<file path="src/verilog/nfc_pkg.sv">
package nfc_pkg;
	localparam int CLK_MHZ    = 100;
	localparam int T_PHASE_NS = 20;
	localparam int PHASE_CYC  = (T_PHASE_NS * CLK_MHZ + 999) / 1000;
	localparam int T_WB_NS    = 100;
	localparam int WB_CYC     = (T_WB_NS * CLK_MHZ + 999) / 1000;
	localparam int T_WHR_NS   = 80;
	localparam int WHR_CYC    = (T_WHR_NS * CLK_MHZ + 999) / 1000;

	localparam logic [7:0] OFS_CTRL   = 8'h00;
	localparam logic [7:0] OFS_ROW    = 8'h04;
	localparam logic [7:0] OFS_COL    = 8'h08;
	localparam logic [7:0] OFS_LEN    = 8'h0C;
	localparam logic [7:0] OFS_WDATA  = 8'h10;
	localparam logic [7:0] OFS_STATUS = 8'h14;
	localparam logic [7:0] OFS_ID_LO  = 8'h18;
	localparam logic [7:0] OFS_ID_HI  = 8'h1C;

	localparam int CTRL_WP_BIT    = 8;
	localparam int CTRL_CLR_BIT   = 31;
	localparam int ST_BUSY_BIT    = 0;
	localparam int ST_WANT_BIT    = 1;
	localparam int ST_RB_BIT      = 2;
	localparam int ST_REFUSED_BIT = 3;
	localparam int ST_BYTE_POS    = 8;
	localparam logic [7:0] STAT_RESET_VAL = 8'hFF;

	localparam logic [7:0] CMD_LOAD    = 8'h80;
	localparam logic [7:0] CMD_CONFIRM = 8'h10;
	localparam logic [7:0] CMD_CACHE   = 8'h15;
	localparam logic [7:0] CMD_ERASE1  = 8'h60;
	localparam logic [7:0] CMD_ERASE2  = 8'hD0;
	localparam logic [7:0] CMD_ID      = 8'h90;
	localparam logic [7:0] CMD_STATUS  = 8'h70;
	localparam logic [7:0] CMD_RESET   = 8'hFF;
	localparam logic [7:0] ID_ADDR_STD  = 8'h00;
	localparam logic [7:0] ID_ADDR_ONFI = 8'h20;

	localparam logic [2:0] OP_NONE  = 3'h0;
	localparam logic [2:0] OP_PROG  = 3'h1;
	localparam logic [2:0] OP_CACHE = 3'h2;
	localparam logic [2:0] OP_ERASE = 3'h3;
	localparam logic [2:0] OP_ID    = 3'h4;
	localparam logic [2:0] OP_ONFI  = 3'h5;
	localparam logic [2:0] OP_STAT  = 3'h6;
	localparam logic [2:0] OP_RESET = 3'h7;

	localparam logic [2:0] ADDR_N_PROG  = 3'h4;
	localparam logic [2:0] ADDR_N_ERASE = 3'h2;
	localparam logic [2:0] ADDR_N_ID    = 3'h1;
	localparam logic [2:0] ID_N_STD     = 3'h5;
	localparam logic [2:0] ID_N_ONFI    = 3'h4;

	typedef enum logic [1:0] {
		K_CMD  = 2'h0,
		K_ADDR = 2'h1,
		K_WR   = 2'h2,
		K_RD   = 2'h3
	} nfc_kind_t;

	typedef enum logic [3:0] {
		S_IDLE  = 4'h0,
		S_CMD1  = 4'h1,
		S_ADDR  = 4'h3,
		S_DATA  = 4'h2,
		S_CMD2  = 4'h6,
		S_WAIT  = 4'h7,
		S_STCMD = 4'h5,
		S_STRD  = 4'h4,
		S_IDRD  = 4'hC
	} nfc_state_t;
endpackage

</file>
<file path="src/verilog/nfc_host.sv">
// Added by the designer: the register offsets and the strobed register port.
module nfc_host #(
	parameter int IO_W = 8
) (
	input  wire logic            sys_clk,
	input  wire logic            rst_n,
	input  wire logic [7:0]      bus_addr,
	input  wire logic [31:0]     bus_wdata,
	input  wire logic            bus_wr,
	input  wire logic            bus_rd,
	output logic [31:0]          bus_rdata,
	output logic                 ce_n,
	output logic                 cle,
	output logic                 ale,
	output logic                 we_n,
	output logic                 re_n,
	output logic                 wp_n,
	output logic [IO_W-1:0]      io_out,
	output logic                 io_oe,
	input  wire logic [IO_W-1:0] io_in,
	input  wire logic            ready_busy
);
	initial
	begin
		if (IO_W != 8 && IO_W != 16)
			$error("IO_W must be 8 or 16");
	end

	logic rst_s1, rst_sync_n;
	always_ff @(posedge sys_clk or negedge rst_n)
	begin
		if (!rst_n)
		begin
			rst_s1     <= 1'b0;
			rst_sync_n <= 1'b0;
		end
		else
		begin
			rst_s1     <= 1'b1;
			rst_sync_n <= rst_s1;
		end
	end

	// only the low byte is ever used, upper byte of word parts is don't-care
	logic [7:0] io_s1, io_s2;
	logic       rb_s1, rb_s2;
	always_ff @(posedge sys_clk or negedge rst_sync_n)
	begin
		if (!rst_sync_n)
		begin
			io_s1 <= 8'h00;
			io_s2 <= 8'h00;
			rb_s1 <= 1'b0;
			rb_s2 <= 1'b0;
		end
		else
		begin
			io_s1 <= io_in[7:0];
			io_s2 <= io_s1;
			rb_s1 <= ready_busy;
			rb_s2 <= rb_s1;
		end
	end

	function automatic logic [7:0] first_cmd(input logic [2:0] op);
		unique case (op)
			nfc_pkg::OP_PROG, nfc_pkg::OP_CACHE: first_cmd = nfc_pkg::CMD_LOAD;
			nfc_pkg::OP_ERASE: first_cmd = nfc_pkg::CMD_ERASE1;
			nfc_pkg::OP_ID, nfc_pkg::OP_ONFI: first_cmd = nfc_pkg::CMD_ID;
			nfc_pkg::OP_STAT: first_cmd = nfc_pkg::CMD_STATUS;
			default: first_cmd = nfc_pkg::CMD_RESET;
		endcase
	endfunction

	function automatic logic [7:0] addr_byte(input logic [2:0] op,
		input logic [2:0] idx, input logic [11:0] col, input logic [15:0] row);
		if (op == nfc_pkg::OP_ID)
			addr_byte = nfc_pkg::ID_ADDR_STD;
		else if (op == nfc_pkg::OP_ONFI)
			addr_byte = nfc_pkg::ID_ADDR_ONFI;
		else if (op == nfc_pkg::OP_ERASE)
			addr_byte = idx[0] ? row[15:8] : row[7:0];
		else
			unique case (idx[1:0])
				2'h0: addr_byte = col[7:0];
				2'h1: addr_byte = {4'h0, col[11:8]};
				2'h2: addr_byte = row[7:0];
				default: addr_byte = row[15:8];
			endcase
	endfunction

	nfc_pkg::nfc_state_t state_reg, state_next;
	logic [2:0]  op_reg, op_next, idx_reg, idx_next;
	logic [11:0] dcnt_reg, dcnt_next;
	logic [7:0]  cnt_reg, cnt_next;
	logic        iss_reg, iss_next, ce_next;
	logic [7:0]  stat_reg, stat_next;
	logic [39:0] id_reg, id_next;
	logic [15:0] row_reg, row_next;
	logic [11:0] col_reg, col_next, len_reg, len_next;
	logic [7:0]  wd_reg, wd_next;
	logic        wfull_reg, wfull_next, wp_next, ref_reg, ref_next;
	logic [31:0] rdata_next;
	logic        eng_start, eng_idle, eng_done;
	nfc_pkg::nfc_kind_t eng_kind;
	logic [7:0]  eng_dout, eng_din, eng_io;
	logic        start_req, start_ok;
	logic [2:0]  n_addr, n_id;

	assign start_req = bus_wr && bus_addr == nfc_pkg::OFS_CTRL
		&& bus_wdata[2:0] != nfc_pkg::OP_NONE;
	// a reset may cut into a busy wait, nothing else may
	assign start_ok = start_req && (state_reg == nfc_pkg::S_IDLE
		|| (state_reg == nfc_pkg::S_WAIT
		&& bus_wdata[2:0] == nfc_pkg::OP_RESET));
	assign n_addr = (op_reg == nfc_pkg::OP_ERASE) ? nfc_pkg::ADDR_N_ERASE :
		(op_reg == nfc_pkg::OP_ID || op_reg == nfc_pkg::OP_ONFI) ?
		nfc_pkg::ADDR_N_ID : nfc_pkg::ADDR_N_PROG;
	assign n_id = (op_reg == nfc_pkg::OP_ONFI) ? nfc_pkg::ID_N_ONFI :
		nfc_pkg::ID_N_STD;

	always_comb
	begin
		state_next = state_reg;
		op_next    = op_reg;
		idx_next   = idx_reg;
		dcnt_next  = dcnt_reg;
		cnt_next   = cnt_reg;
		iss_next   = iss_reg;
		stat_next  = stat_reg;
		id_next    = id_reg;
		wfull_next = wfull_reg;
		eng_start  = 1'b0;
		eng_kind   = nfc_pkg::K_CMD;
		eng_dout   = 8'h00;
		if (eng_start)
			iss_next = 1'b1;
		unique case (state_reg)
			nfc_pkg::S_IDLE:
			begin
			end
			nfc_pkg::S_CMD1:
			begin
				eng_dout  = first_cmd(op_reg);
				// cache and program loads wait for the cache to be free
				eng_start = !iss_reg && (rb_s2
					|| op_reg == nfc_pkg::OP_RESET
					|| op_reg == nfc_pkg::OP_STAT);
			end
			nfc_pkg::S_ADDR:
			begin
				eng_kind  = nfc_pkg::K_ADDR;
				eng_dout  = addr_byte(op_reg, idx_reg, col_reg, row_reg);
				eng_start = !iss_reg;
			end
			nfc_pkg::S_DATA:
			begin
				eng_kind  = nfc_pkg::K_WR;
				eng_dout  = wd_reg;
				eng_start = !iss_reg && wfull_reg && dcnt_reg != 12'h000;
			end
			nfc_pkg::S_CMD2:
			begin
				eng_dout = (op_reg == nfc_pkg::OP_CACHE) ? nfc_pkg::CMD_CACHE :
					(op_reg == nfc_pkg::OP_ERASE) ? nfc_pkg::CMD_ERASE2 :
					nfc_pkg::CMD_CONFIRM;
				eng_start = !iss_reg;
			end
			nfc_pkg::S_WAIT:
			begin
				if (cnt_reg != 8'h00)
					cnt_next = cnt_reg - 8'h01;
				else if (rb_s2)
					state_next = nfc_pkg::S_STCMD;
			end
			nfc_pkg::S_STCMD:
			begin
				eng_dout  = nfc_pkg::CMD_STATUS;
				eng_start = !iss_reg;
			end
			nfc_pkg::S_STRD, nfc_pkg::S_IDRD:
			begin
				eng_kind = nfc_pkg::K_RD;
				if (cnt_reg != 8'h00)
					cnt_next = cnt_reg - 8'h01;
				else
					eng_start = !iss_reg;
			end
		endcase
		if (eng_start)
			iss_next = 1'b1;
		if (eng_start && state_reg == nfc_pkg::S_DATA)
			wfull_next = 1'b0;
		if (state_reg == nfc_pkg::S_DATA && dcnt_reg == 12'h000)
			state_next = nfc_pkg::S_CMD2;
		if (eng_done)
		begin
			iss_next = 1'b0;
			idx_next = idx_reg + 3'h1;
			unique case (state_reg)
				nfc_pkg::S_CMD1:
				begin
					idx_next = 3'h0;
					cnt_next = 8'(nfc_pkg::WHR_CYC);
					if (op_reg == nfc_pkg::OP_RESET)
					begin
						state_next = nfc_pkg::S_WAIT;
						cnt_next   = 8'(nfc_pkg::WB_CYC);
					end
					else if (op_reg == nfc_pkg::OP_STAT)
						state_next = nfc_pkg::S_STRD;
					else
						state_next = nfc_pkg::S_ADDR;
				end
				nfc_pkg::S_ADDR:
					if (idx_reg == n_addr - 3'h1)
					begin
						idx_next = 3'h0;
						cnt_next = 8'(nfc_pkg::WHR_CYC);
						state_next = (op_reg == nfc_pkg::OP_ERASE) ? nfc_pkg::S_CMD2
							: (op_reg == nfc_pkg::OP_ID
							|| op_reg == nfc_pkg::OP_ONFI) ? nfc_pkg::S_IDRD
							: nfc_pkg::S_DATA;
					end
				nfc_pkg::S_DATA:
					dcnt_next = dcnt_reg - 12'h001;
				nfc_pkg::S_CMD2:
				begin
					state_next = nfc_pkg::S_WAIT;
					cnt_next   = 8'(nfc_pkg::WB_CYC);
				end
				nfc_pkg::S_STCMD:
				begin
					state_next = nfc_pkg::S_STRD;
					cnt_next   = 8'(nfc_pkg::WHR_CYC);
				end
				nfc_pkg::S_STRD:
				begin
					stat_next  = eng_din;
					state_next = nfc_pkg::S_IDLE;
				end
				nfc_pkg::S_IDRD:
				begin
					id_next[idx_reg*8 +: 8] = eng_din;
					if (idx_reg == n_id - 3'h1)
						state_next = nfc_pkg::S_IDLE;
				end
				default:
				begin
				end
			endcase
		end
		if (start_ok)
		begin
			state_next = nfc_pkg::S_CMD1;
			op_next    = bus_wdata[2:0];
			idx_next   = 3'h0;
			dcnt_next  = len_reg;
			iss_next   = 1'b0;
		end
		if (bus_wr && bus_addr == nfc_pkg::OFS_WDATA)
			wfull_next = 1'b1;
		// own enable held through the status read, so polls stay per chip
		ce_next = (state_next == nfc_pkg::S_IDLE);
	end

	always_comb
	begin
		row_next = row_reg;
		col_next = col_reg;
		len_next = len_reg;
		wd_next  = wd_reg;
		wp_next  = wp_n;
		ref_next = ref_reg;
		if (bus_wr)
			unique case (bus_addr)
				nfc_pkg::OFS_CTRL:
				begin
					wp_next = bus_wdata[nfc_pkg::CTRL_WP_BIT];
					if (bus_wdata[nfc_pkg::CTRL_CLR_BIT])
						ref_next = 1'b0;
				end
				nfc_pkg::OFS_ROW: row_next = bus_wdata[15:0];
				nfc_pkg::OFS_COL: col_next = bus_wdata[11:0];
				nfc_pkg::OFS_LEN: len_next = bus_wdata[11:0];
				nfc_pkg::OFS_WDATA: wd_next = bus_wdata[7:0];
				default:
				begin
				end
			endcase
		// a refusal in the same cycle as its clear still shows
		if (start_req && !start_ok)
			ref_next = 1'b1;
		rdata_next = 32'h0000_0000;
		if (bus_rd)
			unique case (bus_addr)
				nfc_pkg::OFS_CTRL: rdata_next[nfc_pkg::CTRL_WP_BIT] = wp_n;
				nfc_pkg::OFS_ROW: rdata_next[15:0] = row_reg;
				nfc_pkg::OFS_COL: rdata_next[11:0] = col_reg;
				nfc_pkg::OFS_LEN: rdata_next[11:0] = len_reg;
				nfc_pkg::OFS_STATUS:
				begin
					rdata_next[nfc_pkg::ST_BUSY_BIT] =
						state_reg != nfc_pkg::S_IDLE;
					rdata_next[nfc_pkg::ST_WANT_BIT] =
						state_reg == nfc_pkg::S_DATA && !wfull_reg;
					rdata_next[nfc_pkg::ST_RB_BIT] = rb_s2;
					rdata_next[nfc_pkg::ST_REFUSED_BIT] = ref_reg;
					rdata_next[nfc_pkg::ST_BYTE_POS +: 8] = stat_reg;
				end
				nfc_pkg::OFS_ID_LO: rdata_next = id_reg[31:0];
				nfc_pkg::OFS_ID_HI: rdata_next[7:0] = id_reg[39:32];
				default:
				begin
				end
			endcase
	end

	always_ff @(posedge sys_clk or negedge rst_sync_n)
	begin
		if (!rst_sync_n)
		begin
			state_reg <= nfc_pkg::S_IDLE;
			op_reg    <= nfc_pkg::OP_NONE;
			idx_reg   <= 3'h0;
			dcnt_reg  <= 12'h000;
			cnt_reg   <= 8'h00;
			iss_reg   <= 1'b0;
			stat_reg  <= nfc_pkg::STAT_RESET_VAL;
			id_reg    <= 40'h00_0000_0000;
			row_reg   <= 16'h0000;
			col_reg   <= 12'h000;
			len_reg   <= 12'h000;
			wd_reg    <= 8'h00;
			wfull_reg <= 1'b0;
			wp_n      <= 1'b0;
			ref_reg   <= 1'b0;
			ce_n      <= 1'b1;
			bus_rdata <= 32'h0000_0000;
		end
		else
		begin
			state_reg <= state_next;
			op_reg    <= op_next;
			idx_reg   <= idx_next;
			dcnt_reg  <= dcnt_next;
			cnt_reg   <= cnt_next;
			iss_reg   <= iss_next;
			stat_reg  <= stat_next;
			id_reg    <= id_next;
			row_reg   <= row_next;
			col_reg   <= col_next;
			len_reg   <= len_next;
			wd_reg    <= wd_next;
			wfull_reg <= wfull_next;
			wp_n      <= wp_next;
			ref_reg   <= ref_next;
			ce_n      <= ce_next;
			bus_rdata <= rdata_next;
		end
	end

	nfc_cycle i_nfc_cycle (
		.sys_clk  (sys_clk),
		.rst_n    (rst_sync_n),
		.start    (eng_start),
		.kind     (eng_kind),
		.dout     (eng_dout),
		.din_sync (io_s2),
		.idle     (eng_idle),
		.done     (eng_done),
		.din      (eng_din),
		.cle      (cle),
		.ale      (ale),
		.we_n     (we_n),
		.re_n     (re_n),
		.io_out   (eng_io),
		.io_oe    (io_oe)
	);
	assign io_out = IO_W'(eng_io);
endmodule

</file>
<file path="src/verilog/nfc_cycle.sv">
module nfc_cycle #(
	parameter int PHASE = nfc_pkg::PHASE_CYC
) (
	input  wire logic               sys_clk,
	input  wire logic               rst_n,
	input  wire logic               start,
	input  wire nfc_pkg::nfc_kind_t kind,
	input  wire logic [7:0]         dout,
	input  wire logic [7:0]         din_sync,
	output logic                    idle,
	output logic                    done,
	output logic [7:0]              din,
	output logic                    cle,
	output logic                    ale,
	output logic                    we_n,
	output logic                    re_n,
	output logic [7:0]              io_out,
	output logic                    io_oe
);
	initial
	begin
		if (PHASE < 2 || PHASE > 255)
			$error("PHASE must lie in 2..255");
	end

	logic [7:0] div_reg, div_next;
	logic [1:0] ph_reg, ph_next;
	logic       act_reg, act_next;
	logic       done_next, cle_next, ale_next, we_next, re_next, oe_next;
	logic [7:0] din_next, out_next;
	nfc_pkg::nfc_kind_t kind_reg, kind_next;
	logic       tick;

	assign tick = act_reg && (div_reg == 8'(PHASE - 1));
	assign idle = !act_reg;

	always_comb
	begin
		div_next  = div_reg;
		ph_next   = ph_reg;
		act_next  = act_reg;
		kind_next = kind_reg;
		done_next = 1'b0;
		cle_next  = cle;
		ale_next  = ale;
		we_next   = we_n;
		re_next   = re_n;
		oe_next   = io_oe;
		out_next  = io_out;
		din_next  = din;
		if (!act_reg)
		begin
			if (start)
			begin
				act_next  = 1'b1;
				div_next  = 8'h00;
				ph_next   = 2'h0;
				kind_next = kind;
				cle_next  = (kind == nfc_pkg::K_CMD);
				ale_next  = (kind == nfc_pkg::K_ADDR);
				oe_next   = (kind != nfc_pkg::K_RD);
				out_next  = dout;
			end
		end
		else
		begin
			div_next = tick ? 8'h00 : div_reg + 8'h01;
			if (tick)
			begin
				ph_next = ph_reg + 2'h1;
				unique case (ph_reg)
					2'h0:
					begin
						we_next = (kind_reg == nfc_pkg::K_RD);
						re_next = (kind_reg != nfc_pkg::K_RD);
					end
					2'h1:
					begin
					end
					2'h2:
					begin
						// sampled late so the two-stage sync has settled
						if (kind_reg == nfc_pkg::K_RD)
							din_next = din_sync;
						we_next = 1'b1;
						re_next = 1'b1;
					end
					2'h3:
					begin
						act_next  = 1'b0;
						done_next = 1'b1;
						cle_next  = 1'b0;
						ale_next  = 1'b0;
						oe_next   = 1'b0;
					end
				endcase
			end
		end
	end

	always_ff @(posedge sys_clk or negedge rst_n)
	begin
		if (!rst_n)
		begin
			div_reg  <= 8'h00;
			ph_reg   <= 2'h0;
			act_reg  <= 1'b0;
			kind_reg <= nfc_pkg::K_CMD;
			done     <= 1'b0;
			cle      <= 1'b0;
			ale      <= 1'b0;
			we_n     <= 1'b1;
			re_n     <= 1'b1;
			io_oe    <= 1'b0;
			io_out   <= 8'h00;
			din      <= 8'h00;
		end
		else
		begin
			div_reg  <= div_next;
			ph_reg   <= ph_next;
			act_reg  <= act_next;
			kind_reg <= kind_next;
			done     <= done_next;
			cle      <= cle_next;
			ale      <= ale_next;
			we_n     <= we_next;
			re_n     <= re_next;
			io_oe    <= oe_next;
			io_out   <= out_next;
			din      <= din_next;
		end
	end
endmodule

</file>
<file path="config.mk">
export PLATFORM = sky130hd
export DESIGN_NAME = nfc_host
export DESIGN_NICKNAME = d
export VERILOG_FILES = /design/src/verilog/nfc_pkg.sv /design/src/verilog/nfc_host.sv /design/src/verilog/nfc_cycle.sv
export SDC_FILE = /design/constraint.sdc
export NUM_CORES = 1
export LEC_CHECK = 0
export BUFFER_PORTS_ARGS = -buffer_cell sky130_fd_sc_hd__clkbuf_2
export CORE_MARGIN = 5
export CORE_UTILIZATION = 40
export CTS_CLUSTER_DIAMETER = 50
export DETAILED_ROUTE_END_ITERATION = 6
export SYNTH_ARGS = -nofsm -noshare
export SYNTH_HDL_FRONTEND = slang
export SYNTH_SLANG_ARGS = --single-unit
</file>
<file path="constraint.sdc">
create_clock -name sys_clk -period 7.3 [get_ports sys_clk]
set_clock_uncertainty 0.05 [all_clocks]
set_input_delay 0.365 -clock sys_clk [delete_from_list [all_inputs] [get_ports sys_clk]]
set_output_delay 0.365 -clock sys_clk [all_outputs]
set_load 0.005 [all_outputs]
</file>
**After elaboration in Yosys (flattened, before gate mapping)**

Index checks and enable logic that the tools add are counted.

- Reduce and logical (&&, ||, !) cells: 59
- Add/sub/neg operators: 8
- Bitwise logic cells: 1
- Shift-type cells: 2
- Equality and inequality tests: 36
- Mux-type cells: 81

Operators by type and width:

| kind | count |
|---|---|
| two-way mux 8 bit | 13 |
| one-hot mux 8 bit (4 select lines) | 2 |
| one-hot mux 4 bit (6 select lines) | 2 |
| bitwise mux 40 bit | 1 |
| two-way mux 4 bit | 10 |
| one-hot mux 8 bit (5 select lines) | 1 |
| variable shift 8 x 34 -> 40 bit, first input constant | 1 |
| variable part select 8 x 34 -> 40 bit | 1 |
| two-way mux 12 bit | 3 |
| negation 6 -> 34 bit | 1 |
| == test 8 x 5 -> 1 bit, second input constant | 4 |
| two-way mux 32 bit | 1 |
| two-way mux 1 bit | 26 |
| one-hot mux 8 bit (3 select lines) | 1 |
| two-way mux 3 bit | 7 |
| one-hot mux 4 bit (5 select lines) | 1 |
| AND reduction 2 bit | 10 |
| == test 4 x 3 -> 1 bit, second input constant | 4 |
| == test 8 x 4 -> 1 bit, second input constant | 2 |
| two-way mux 16 bit | 1 |
| nonzero test 2 bit | 8 |
| == test 3 bit, second input constant | 5 |
| one-hot mux 3 bit (5 select lines) | 1 |
| logical AND 1 bit | 13 |
| other kinds (39) | 68 |

- Bits of input ports: 53
- Logic and storage cells: 222
- Output and inout port bits: 47
- Register bits: 218

**Depth between registers and ports, before layout**

Gate-level depths: netlist of run 1.

- Depth in word-level cells: 11
- Mapped depth: 10
- Gate-level depth less buffers: 8

**Modules after synthesis**

A second synthesis of run 1 with hierarchy kept.

- Cells, all modules: 870
- Area, all modules: 9977.1 um^2

Modules (own cells, without submodules):

| module | instances | cells each | area each (um^2) |
|---|---|---|---|
| nfc_host | 1 | 719 | 8368.0 |
| nfc_cycle | 1 | 151 | 1609.0 |

**Worst setup path before layout of run 1**

OpenSTA, ideal clock, no wires.

- Path type: flip-flop to flip-flop
- From: register idx_reg[0]
- To: register id_reg[32]
- Setup time: 0.125 ns
- Slack: 4.519 ns
- Buffers on the path: 2
- Cell stages (with the launch flop): 8
- Arrival: 2.606 ns
- Period minus slack after synthesis: 2.781 ns
- Cell sequence: dfrtp_1 -> clkbuf_1 -> inv_1 -> ha_1 -> or4_4 -> or4_1 -> buf_4 -> mux2_4

- Longest elaborated chain between the ends: 3

Ends and longest elaborated chain:

| element | line | RTL |
|---|---|---|
| from (decl) | nfc_host.sv:93 | `logic [2:0] op_reg, op_next, idx_reg, idx_next;` |
| from (signal assigned) | nfc_host.sv:345 | `idx_reg <= idx_next;` |
| negation 6 -> 34 bit (*) | nfc_host.sv:244 | `id_next[idx_reg*8 +: 8] = eng_din;` |
| variable part select 8 x 34 -> 40 bit / variable shift 8 x 34 -> 40 bit (equally long branches) | nfc_host.sv:244 |  |
| bitwise mux 40 bit (*) | nfc_host.sv:244 |  |
| to (signal assigned) | nfc_host.sv:350 | `id_reg <= id_next;` |
| to (decl) | nfc_host.sv:98 | `logic [39:0] id_reg, id_next;` |

Every way passes the cells marked *; elsewhere a longest branch is shown, timed or not.
A chain may end at the register's enable or synchronous reset.

**Worst setup path after layout of run 1**

- From: register idx_reg[0]
- To: register id_reg[14]

Same word-level chain as after synthesis.

==> metrics.md, run 1 <==
| Metric | Value |
|---|---|
| Status | completed |
| Vias in the first global route | 7275 |
| Die Ht | 166.8 um |
| Total number of yosys warnings | 0 |
| Root buf cell | clkbuf_16 |
| DP HPWL | 17310 um |
| Reg-to-reg endpoint | id_reg[14] |
| Post-CTS Setup Bufs | 0 |
| FILL cells | 2231 |
| CORE AREA | 24250 sq um |
| Worst-Skew Late Latency | 530 ps |
| Asr flop ratio synth | 100.0% |
| RSZ-0062 raised after global routing | no |
| Largest family of logic cells by synthesized area | simple AND/OR/NAND/NOR gates |
| Gate power share | 2.5% |
| Clock Power Share | 51.5% |
| Hold Crit Depth | 2 |
| Worst-path clk slew | 60 ps |
| FF-to-FF path depth | 7 |
| Yosys reg bits | 218 |
| Final WL | 25500 um |
| Simple-Gate Fraction of Synth Area | 13.38% |
| Most numerous cell in the Yosys netlist | dfrtp_1 |
| Antenna viol nets, final | 0 |
| Crit path arrival time | 3720 ps |
| Vias | 7133 |
| Slew Limit Fails | 0 |
| GR Overflow Total | 0 |
| Max IR drop VDD | 173.3 uV |
| Clock Path Buffers | 3 |
| HP Start | bus_wdata[9] |
| Max-Slew Margin vs Limit | 19.53% |
| Power consumption | 2.715 mW |
| WL/cell | 19.87 um |
| Max FFs per register | 40 |
| CP Launch Type | register |
| Mean post-synth cell area | 11.69 sq um |
| Post-synthesis xor/xnor area fraction | 1.069% |
| Synthesized instance count | 841 |
| Leakage | 5.330 nW |
| Synth area leaders | dfrtp_1 (53%), mux2_2 (11%), dfstp_2 (2.9%) |
| Mux cell area share after synthesis | 13.19% |
| Max Cap Violations | 0 |
| Final GP Congestion | 0.8896 |
| Worst Hold End | len_reg[9] |
| Initial Utilization | 40.54% |
| Hold Slack | 61.06 ps |
| Largest net degree at the start of global routing | 179 |
| Synth area leader | dfrtp_1 |
| Setup Viol. Count Final | 0 |
| Final core occ | 48.08% |
| Least-Margin Pin Slew | 1203 ps |
| Crit Path Category | reg -> reg |
| Crit. End Element | register |
| Vias per inst | 5.560 |
| Row Count | 57 |
| Drt drc | 0 |
| Die width | 166.8 um |
| Post-synth top flop | dfrtp_1 |
| Num ports | 100 |
| Hold WC Path Type | in -> reg |
| Tmin final | 3348 ps |
| Final worst setup slack | 3952 ps |
| Fmax | 298.7 MHz |
| Share of the clock period used by the worst path | 45.87% |
| Synth Area in Compound Gates | 12.58% |
| Number of diodes | 0 |
| Switching Share | 22.09% |
| Final Hold Fails | 0 |
| Initial antenna violation count | 0 |
| Sequential power share | 46.0% |
| Number of flops mapped to enable cells by yosys | 0 |
| Place WS | 3963 ps |
| P_sw | 0.5997 mW |
| CTS tree | built |
| CTS sink cnt | 218 |
| Adder-Cell Fraction of Synth Area | 1.782% |
| Die area | 27810 sq um |
| Power density over the cells | 232.9 nW/um^2 |
| Synth cell types | 74 |
| First-pass GRT wire length | 41380 um |
| Mapped cell area | 9829 sq um |
| Synth top area share | 52.70% |
| Net count of the mapped netlist | 908 |
| R2R setup slack | 3950 ps |
| All-Layer GR Usage | 18.41% |
| Register area share after synthesis | 55.64% |
| Layout cells sized above 1 | 28.47% |
| Int Power | 2.116 mW |
| Final net count | 1005 |
| H-tree levels | 1 |
| Critical Path RT | 7670 ps |
| Setup_tns | 0 ps |
| CTS Buf Count | 27 |
| I/O Buffers | 84 |
| Syn-to-layout area delta | 18.61% |
| Synth cell count leaders | dfrtp_1 (207), mux2_2 (100), nand2_1 (65) |
| RR Startpoint | idx_reg[0] |
| First-pass DRT Iterations | 6 |
| Starting DRT DRC Count | 513 |
| Critical Path Fanout Max | 12 |
layer usage:
layer | vias to the layer above | routed length [um] | global-route usage [%]
met5 | - | 0 | 0
met4 | 0 | 986 | 7.435
met3 | 53 | 1438 | 3.342
met2 | 216 | 12020 | 29.35
met1 | 3561 | 11060 | 25.05
li1 | 3303 | - | -
critical path, cell delays in order, from the launching register on:
cell	delay (ps)
dfrtp_1	600
inv_1	210
ha_1	400
ha_1	360
nand2b_1	100
or2_2	300
nor2_1	800
mux2_2	420
final cells by class:
type                    instances  area [sq um]  share of cell area (%)
clock buffers                  32         724.4                   6.214
clock inverters                18         226.5                   1.942
inverters                      20         75.07                  0.6439
multi-input cells             567          4136                   35.48
flip-flops and latches        218          5473                   46.94
well taps                     324         405.4                   3.477
repair buffers                104         618.1                   5.302
cell usage in the layout (no fill, tap or decap), types with 4 or more instances in the layout:
cell type / netlist / layout
and3_1: 24 / 24
nor2b_1: 5 / 5
o211ai_1: 4 / 4
a31oi_1: 11 / 11
a21oi_1: 31 / 31
nand4_1: 10 / 10
nand2_1: 65 / 65
inv_1: 20 / 20
o221ai_1: 5 / 5
nand2b_1: 9 / 9
mux2i_1: 5 / 5
nor3_1: 13 / 13
a211oi_1: 4 / 4
dlygate4sd3_1: 0 / 14
a41oi_1: 5 / 5
ha_1: 14 / 14
clkinv_2: 0 / 5
o21ai_0: 37 / 37
clkbuf_16: 0 / 27
xnor2_1: 5 / 5
nor2_1: 53 / 53
mux2_2: 100 / 100
xor2_1: 7 / 7
a222oi_1: 8 / 8
nand3_1: 19 / 19
mux2_4: 8 / 8
nor4_1: 5 / 5
buf_4: 3 / 5
or3_1: 10 / 10
bufinv_16: 0 / 4
nand3b_1: 5 / 5
and2_1: 5 / 5
dfrtp_1: 207 / 206
o22a_1: 5 / 5
clkbuf_2: 0 / 84
dfstp_2: 11 / 11
a22oi_1: 32 / 32
power groups by stage:
stage	logic, mW	clock network (mW)	registers, mW
after global placement	0.0632	0	1.27
after floorplan	0.0214	0	1.27
after detailed placement	0.0639	0	1.27
after CTS	0.0698	1.43	1.25
final	0.0680	1.40	1.25
after global routing	0.0771	1.49	1.25
cell families (layout without fill, tap and decap cells):
group                    after synthesis  count (layout)
AND/OR/NAND/NOR                      249             249
XOR/XNOR                              12              12
AO/OA/AOI/OAI                        178             178
other                                  1               1
buffers and inverters                 56             174
adder cells (fa/ha/maj)               14              14
multiplexers                         113             113
flip-flops                           218             218
what timing repair did:
item                                    4_1_cts  5_1_grt
endpoints found under the setup margin        0        0
endpoints found under the hold margin        15        0
resized for setup                             0        0
hold buffers                                 14        0
worst max path at each step:
stage	startpoint	end	slack, ps	cells after the start
2_1_floorplan	rst_sync_n	bus_rdata[0]	740	0
3_3_place_gp	state_reg[2]	i_nfc_cycle.io_out[4]	3980	6
3_5_place_dp	state_reg[2]	i_nfc_cycle.io_out[4]	3960	6
4_1_cts	state_reg[2]	i_nfc_cycle.io_out[4]	3960	6
5_1_grt	state_reg[2]	i_nfc_cycle.io_out[4]	3720	6
6_report	idx_reg[0]	id_reg[14]	3950	7
through the flow:
step / instances / cell area [sq um]
final: 1283 / 11660
after global routing: 1283 / 11660
after CTS: 1283 / 11660
after detailed placement: 1219 / 10570
after global placement: 1219 / 10570
after floorplan: 841 / 9829
Note: power is estimated with default switching activity, not from simulation.
==> run 2: changes to the inputs <==
--- a/config.mk
+++ b/config.mk
@@ -5,6 +5,7 @@
 export SDC_FILE = /design/constraint.sdc
 export NUM_CORES = 1
 export LEC_CHECK = 0
+export ABC_AREA = 1
 export BUFFER_PORTS_ARGS = -buffer_cell sky130_fd_sc_hd__clkbuf_2
 export CORE_MARGIN = 5
 export CORE_UTILIZATION = 40
==> constraint.sdc (replaced) <==
create_clock -name sys_clk -period 2.7 [get_ports sys_clk]
set_clock_uncertainty 0.05 [all_clocks]
set_input_delay 0.135 -clock sys_clk [delete_from_list [all_inputs] [get_ports sys_clk]]
set_output_delay 0.135 -clock sys_clk [all_outputs]
set_load 0.005 [all_outputs]
==> run 2 against run 1 <==
- utilization up 0.85 points
- cell count up 27%
- combinational power rose to 24 times the previous value
- synthesized cell count up 38%
- clock power rose to 2.5 times the previous value
- area after synthesis up 1.5%
- power rose to 3.3 times the previous value
- maximum frequency up 48%
- sequential share of layout area down 1.2 points
- critical path depth up 1
- largest power group is now registers
==> metrics.md, run 2 <==
| Metric | Value |
|---|---|
| Status | completed |
| Share of the clock period used by the worst path | 83.76% |
| Post-CTS Setup Bufs | 0 |
| Number of diodes | 0 |
| First-pass DRT Iterations | 5 |
| # resized after CTS | 0 |
| Setup Viol. Count Final | 0 |
| Vias in the first global route | 8077 |
| WL/cell | 16.37 um |
| Vias per inst | 5.035 |
| Synth cell types | 51 |
| Most frequent cells in the layout | nand2_1 (301), dfrtp_1 (206), inv_1 (130), nor2_1 (100), o21ai_0 (86) |
| Grt met2 use | 30.33% |
| Place WS | 476.5 ps |
| Final Hold Fails | 0 |
| Critical Path Fanout Max | 16 |
| Syn-to-layout area delta | 20.01% |
| Most numerous cell in the Yosys netlist | nand2_1 |
| Hold buffers post-CTS | 30 |
| Largest net degree at the start of global routing | 39 |
| R2R setup slack | 440 ps |
| Number of flops mapped to enable cells by yosys | 0 |
| CTS sink cnt | 218 |
| Max Cap Violations | 0 |
| Drt drc | 0 |
| Mux cell area share after synthesis | 0.3387% |
| Met1 usage in global routing | 27.46% |
| Slew Limit Fails | 0 |
| Leading cell type in the layout, fill and taps excluded | nand2_1 |
| Initial Utilization | 40.78% |
| Largest family of logic cells by synthesized area | simple AND/OR/NAND/NOR gates |
| Root buf cell | clkbuf_16 |
| Final GP Congestion | 0.9293 |
| Initial antenna violation count | 0 |
| Crit. End Element | register |
| Row Count | 57 |
| Reg-to-reg endpoint | id_reg[26] |
| Synth area leader | dfrtp_1 |
| CTS Buf Count | 25 |
| Asr flop ratio synth | 100.0% |
| Post-Place Cells | 1559 |
| Post-synthesis xor/xnor area fraction | 1.405% |
| Power density over the cells | 756.6 nW/um^2 |
| Adder-Cell Fraction of Synth Area | 1.756% |
| First-pass GRT wire length | 43540 um |
| Synth cell count leaders | nand2_1 (301), dfrtp_1 (207), inv_1 (130) |
| Max FFs per register | 40 |
| Clock Path Buffers | 3 |
| Total number of yosys warnings | 0 |
| Register area share after synthesis | 54.83% |
| Layout cells sized above 1 | 15.05% |
| Final worst setup slack | 438.4 ps |
| RR Startpoint | idx_reg[1] |
| Worst setup startpoint | idx_reg[1] |
| CORE AREA | 24460 sq um |
| Routing usage on met3 | 2.556% |
| Max IR drop VDD | 457.6 uV |
| Setup_tns | 0 ps |
| Synth Area in Compound Gates | 13.16% |
| Yosys reg bits | 218 |
| Antenna viol nets, final | 0 |
| All-Layer GR Usage | 19.03% |
| Post-synth top flop | dfrtp_1 |
| Die Ht | 167.9 um |
| Critical Path RT | 3050 ps |
| Synth area leaders | dfrtp_1 (52%), nand2_1 (11%), inv_1 (4.9%) |
| FF-to-FF path depth | 8 |
| I/O Buffers | 84 |
| Fmax | 442.2 MHz |
| Mean post-synth cell area | 8.584 sq um |
| Power consumption | 9.057 mW |
| CTS tree | built |
| Worst-Skew Late Latency | 530 ps |
| Busiest grt layer | met2 |
| Starting DRT DRC Count | 712 |
| Num ports | 100 |
| Simple-Gate Fraction of Synth Area | 21.66% |
| Final WL | 26740 um |
| Die width | 167.9 um |
| Net count of the mapped netlist | 1229 |
| Hold WC Path Type | in -> reg |
| Crit path arrival time | 2610 ps |
| Final net count | 1359 |
| Synth top area share | 51.93% |
| RSZ-0062 raised after global routing | no |
| Crit Path Category | reg -> reg |
| Tmin final | 2262 ps |
| GR Overflow Total | 0 |
| FILL cells | 2336 |
| Max-Slew Margin vs Limit | 50.65% |
| Least-Margin Pin Slew | 738.4 ps |
| CP Launch Type | register |
| Die area | 28190 sq um |
| Synthesized instance count | 1162 |
| H-tree levels | 1 |
| Worst-path clk slew | 60 ps |
| DP HPWL | 19610 um |
| Vias | 8222 |
| Leakage | 5.844 nW |
| Worst setup endpoint | id_reg[26] |
| Non-Filler Instances | 1633 |
| Mapped cell area | 9975 sq um |
[run 2: cell types whose count changed after synthesis, sizes merged, moves of 9 or more]
cell / delta
or3: -10
nor2: +60
nand2: +243
mux2: -105
nand2b: -9
a21oi: +18
o21ai: +96
inv: +118
nand3: +42
clkbuf: -15
nor3: -10
a22oi: -32
buf: +9
and3: -24
[run 2: metrics by stage]
stage	cell area [sq um]	util, %	hold slack [ps]
floorplan	9978	-	-210.6
global placement	10790	44.11	-127.3
detailed placement	10790	44.11	-127.4
CTS	11970	48.93	105.3
global route	11970	48.93	160.2
finish	11970	48.93	124.8
[run 2: power by group]
group	switching [mW]	total, mW	leakage (nW)	internal, mW
Clock	1.34	3.56	0.431	2.23
Sequential	0.254	3.90	2.80	3.64
Combinational	1.04	1.60	2.61	0.552
Total	2.64	9.06	5.84	6.42
[run 2: logic make-up after synthesis]
kind of cell               count (synthesis)
AOI/OAI and AO/OA                        235
other                                      1
xor gates and xnor gates                  16
DFF                                      218
and+or+nand+nor                          506
adders and majority gates                 14
buffers and inverters                    169
muxes                                      3
[run 2: area by class of cell]
type	instances	area (sq um)	area share, %
clock buffer	34	709.4	5.927
inverter	139	521.8	4.359
multi-input combinational	775	3826	31.96
clock inverter	10	171.4	1.432
sequential	218	5473	45.72
timing repair buffer	133	863.3	7.212
tap	324	405.4	3.387
[run 2: routing by layer]
layer  vias up  part of all wire [%]
met5         -                     0
met4         0                   2.4
met3        46                   4.5
met2       198                    46
met1      3949                    47
li1       4029                     -
[run 2: how the worst min path moves through the flow]
stage / end / start / slack [ps] / depth (start not counted)
finish: bus_rdata[15] / bus_addr[0] / 120 / 6
global route: bus_rdata[14] / bus_addr[0] / 160 / 6
CTS: bus_rdata[15] / bus_addr[0] / 110 / 6
detailed placement: rst_s1 / rst_n / -130 / 1
global placement: rst_s1 / rst_n / -130 / 1
floorplan: rst_s1 / rst_n / -210 / 0
[run 2: critical path, cell delays in order, from the launching register on]
cell	delay, ps
dfrtp_1	430
inv_1	180
ha_1	240
ha_1	320
nand3_1	90
nor2_1	160
nand2_1	370
nor2_1	220
a21oi_1	60
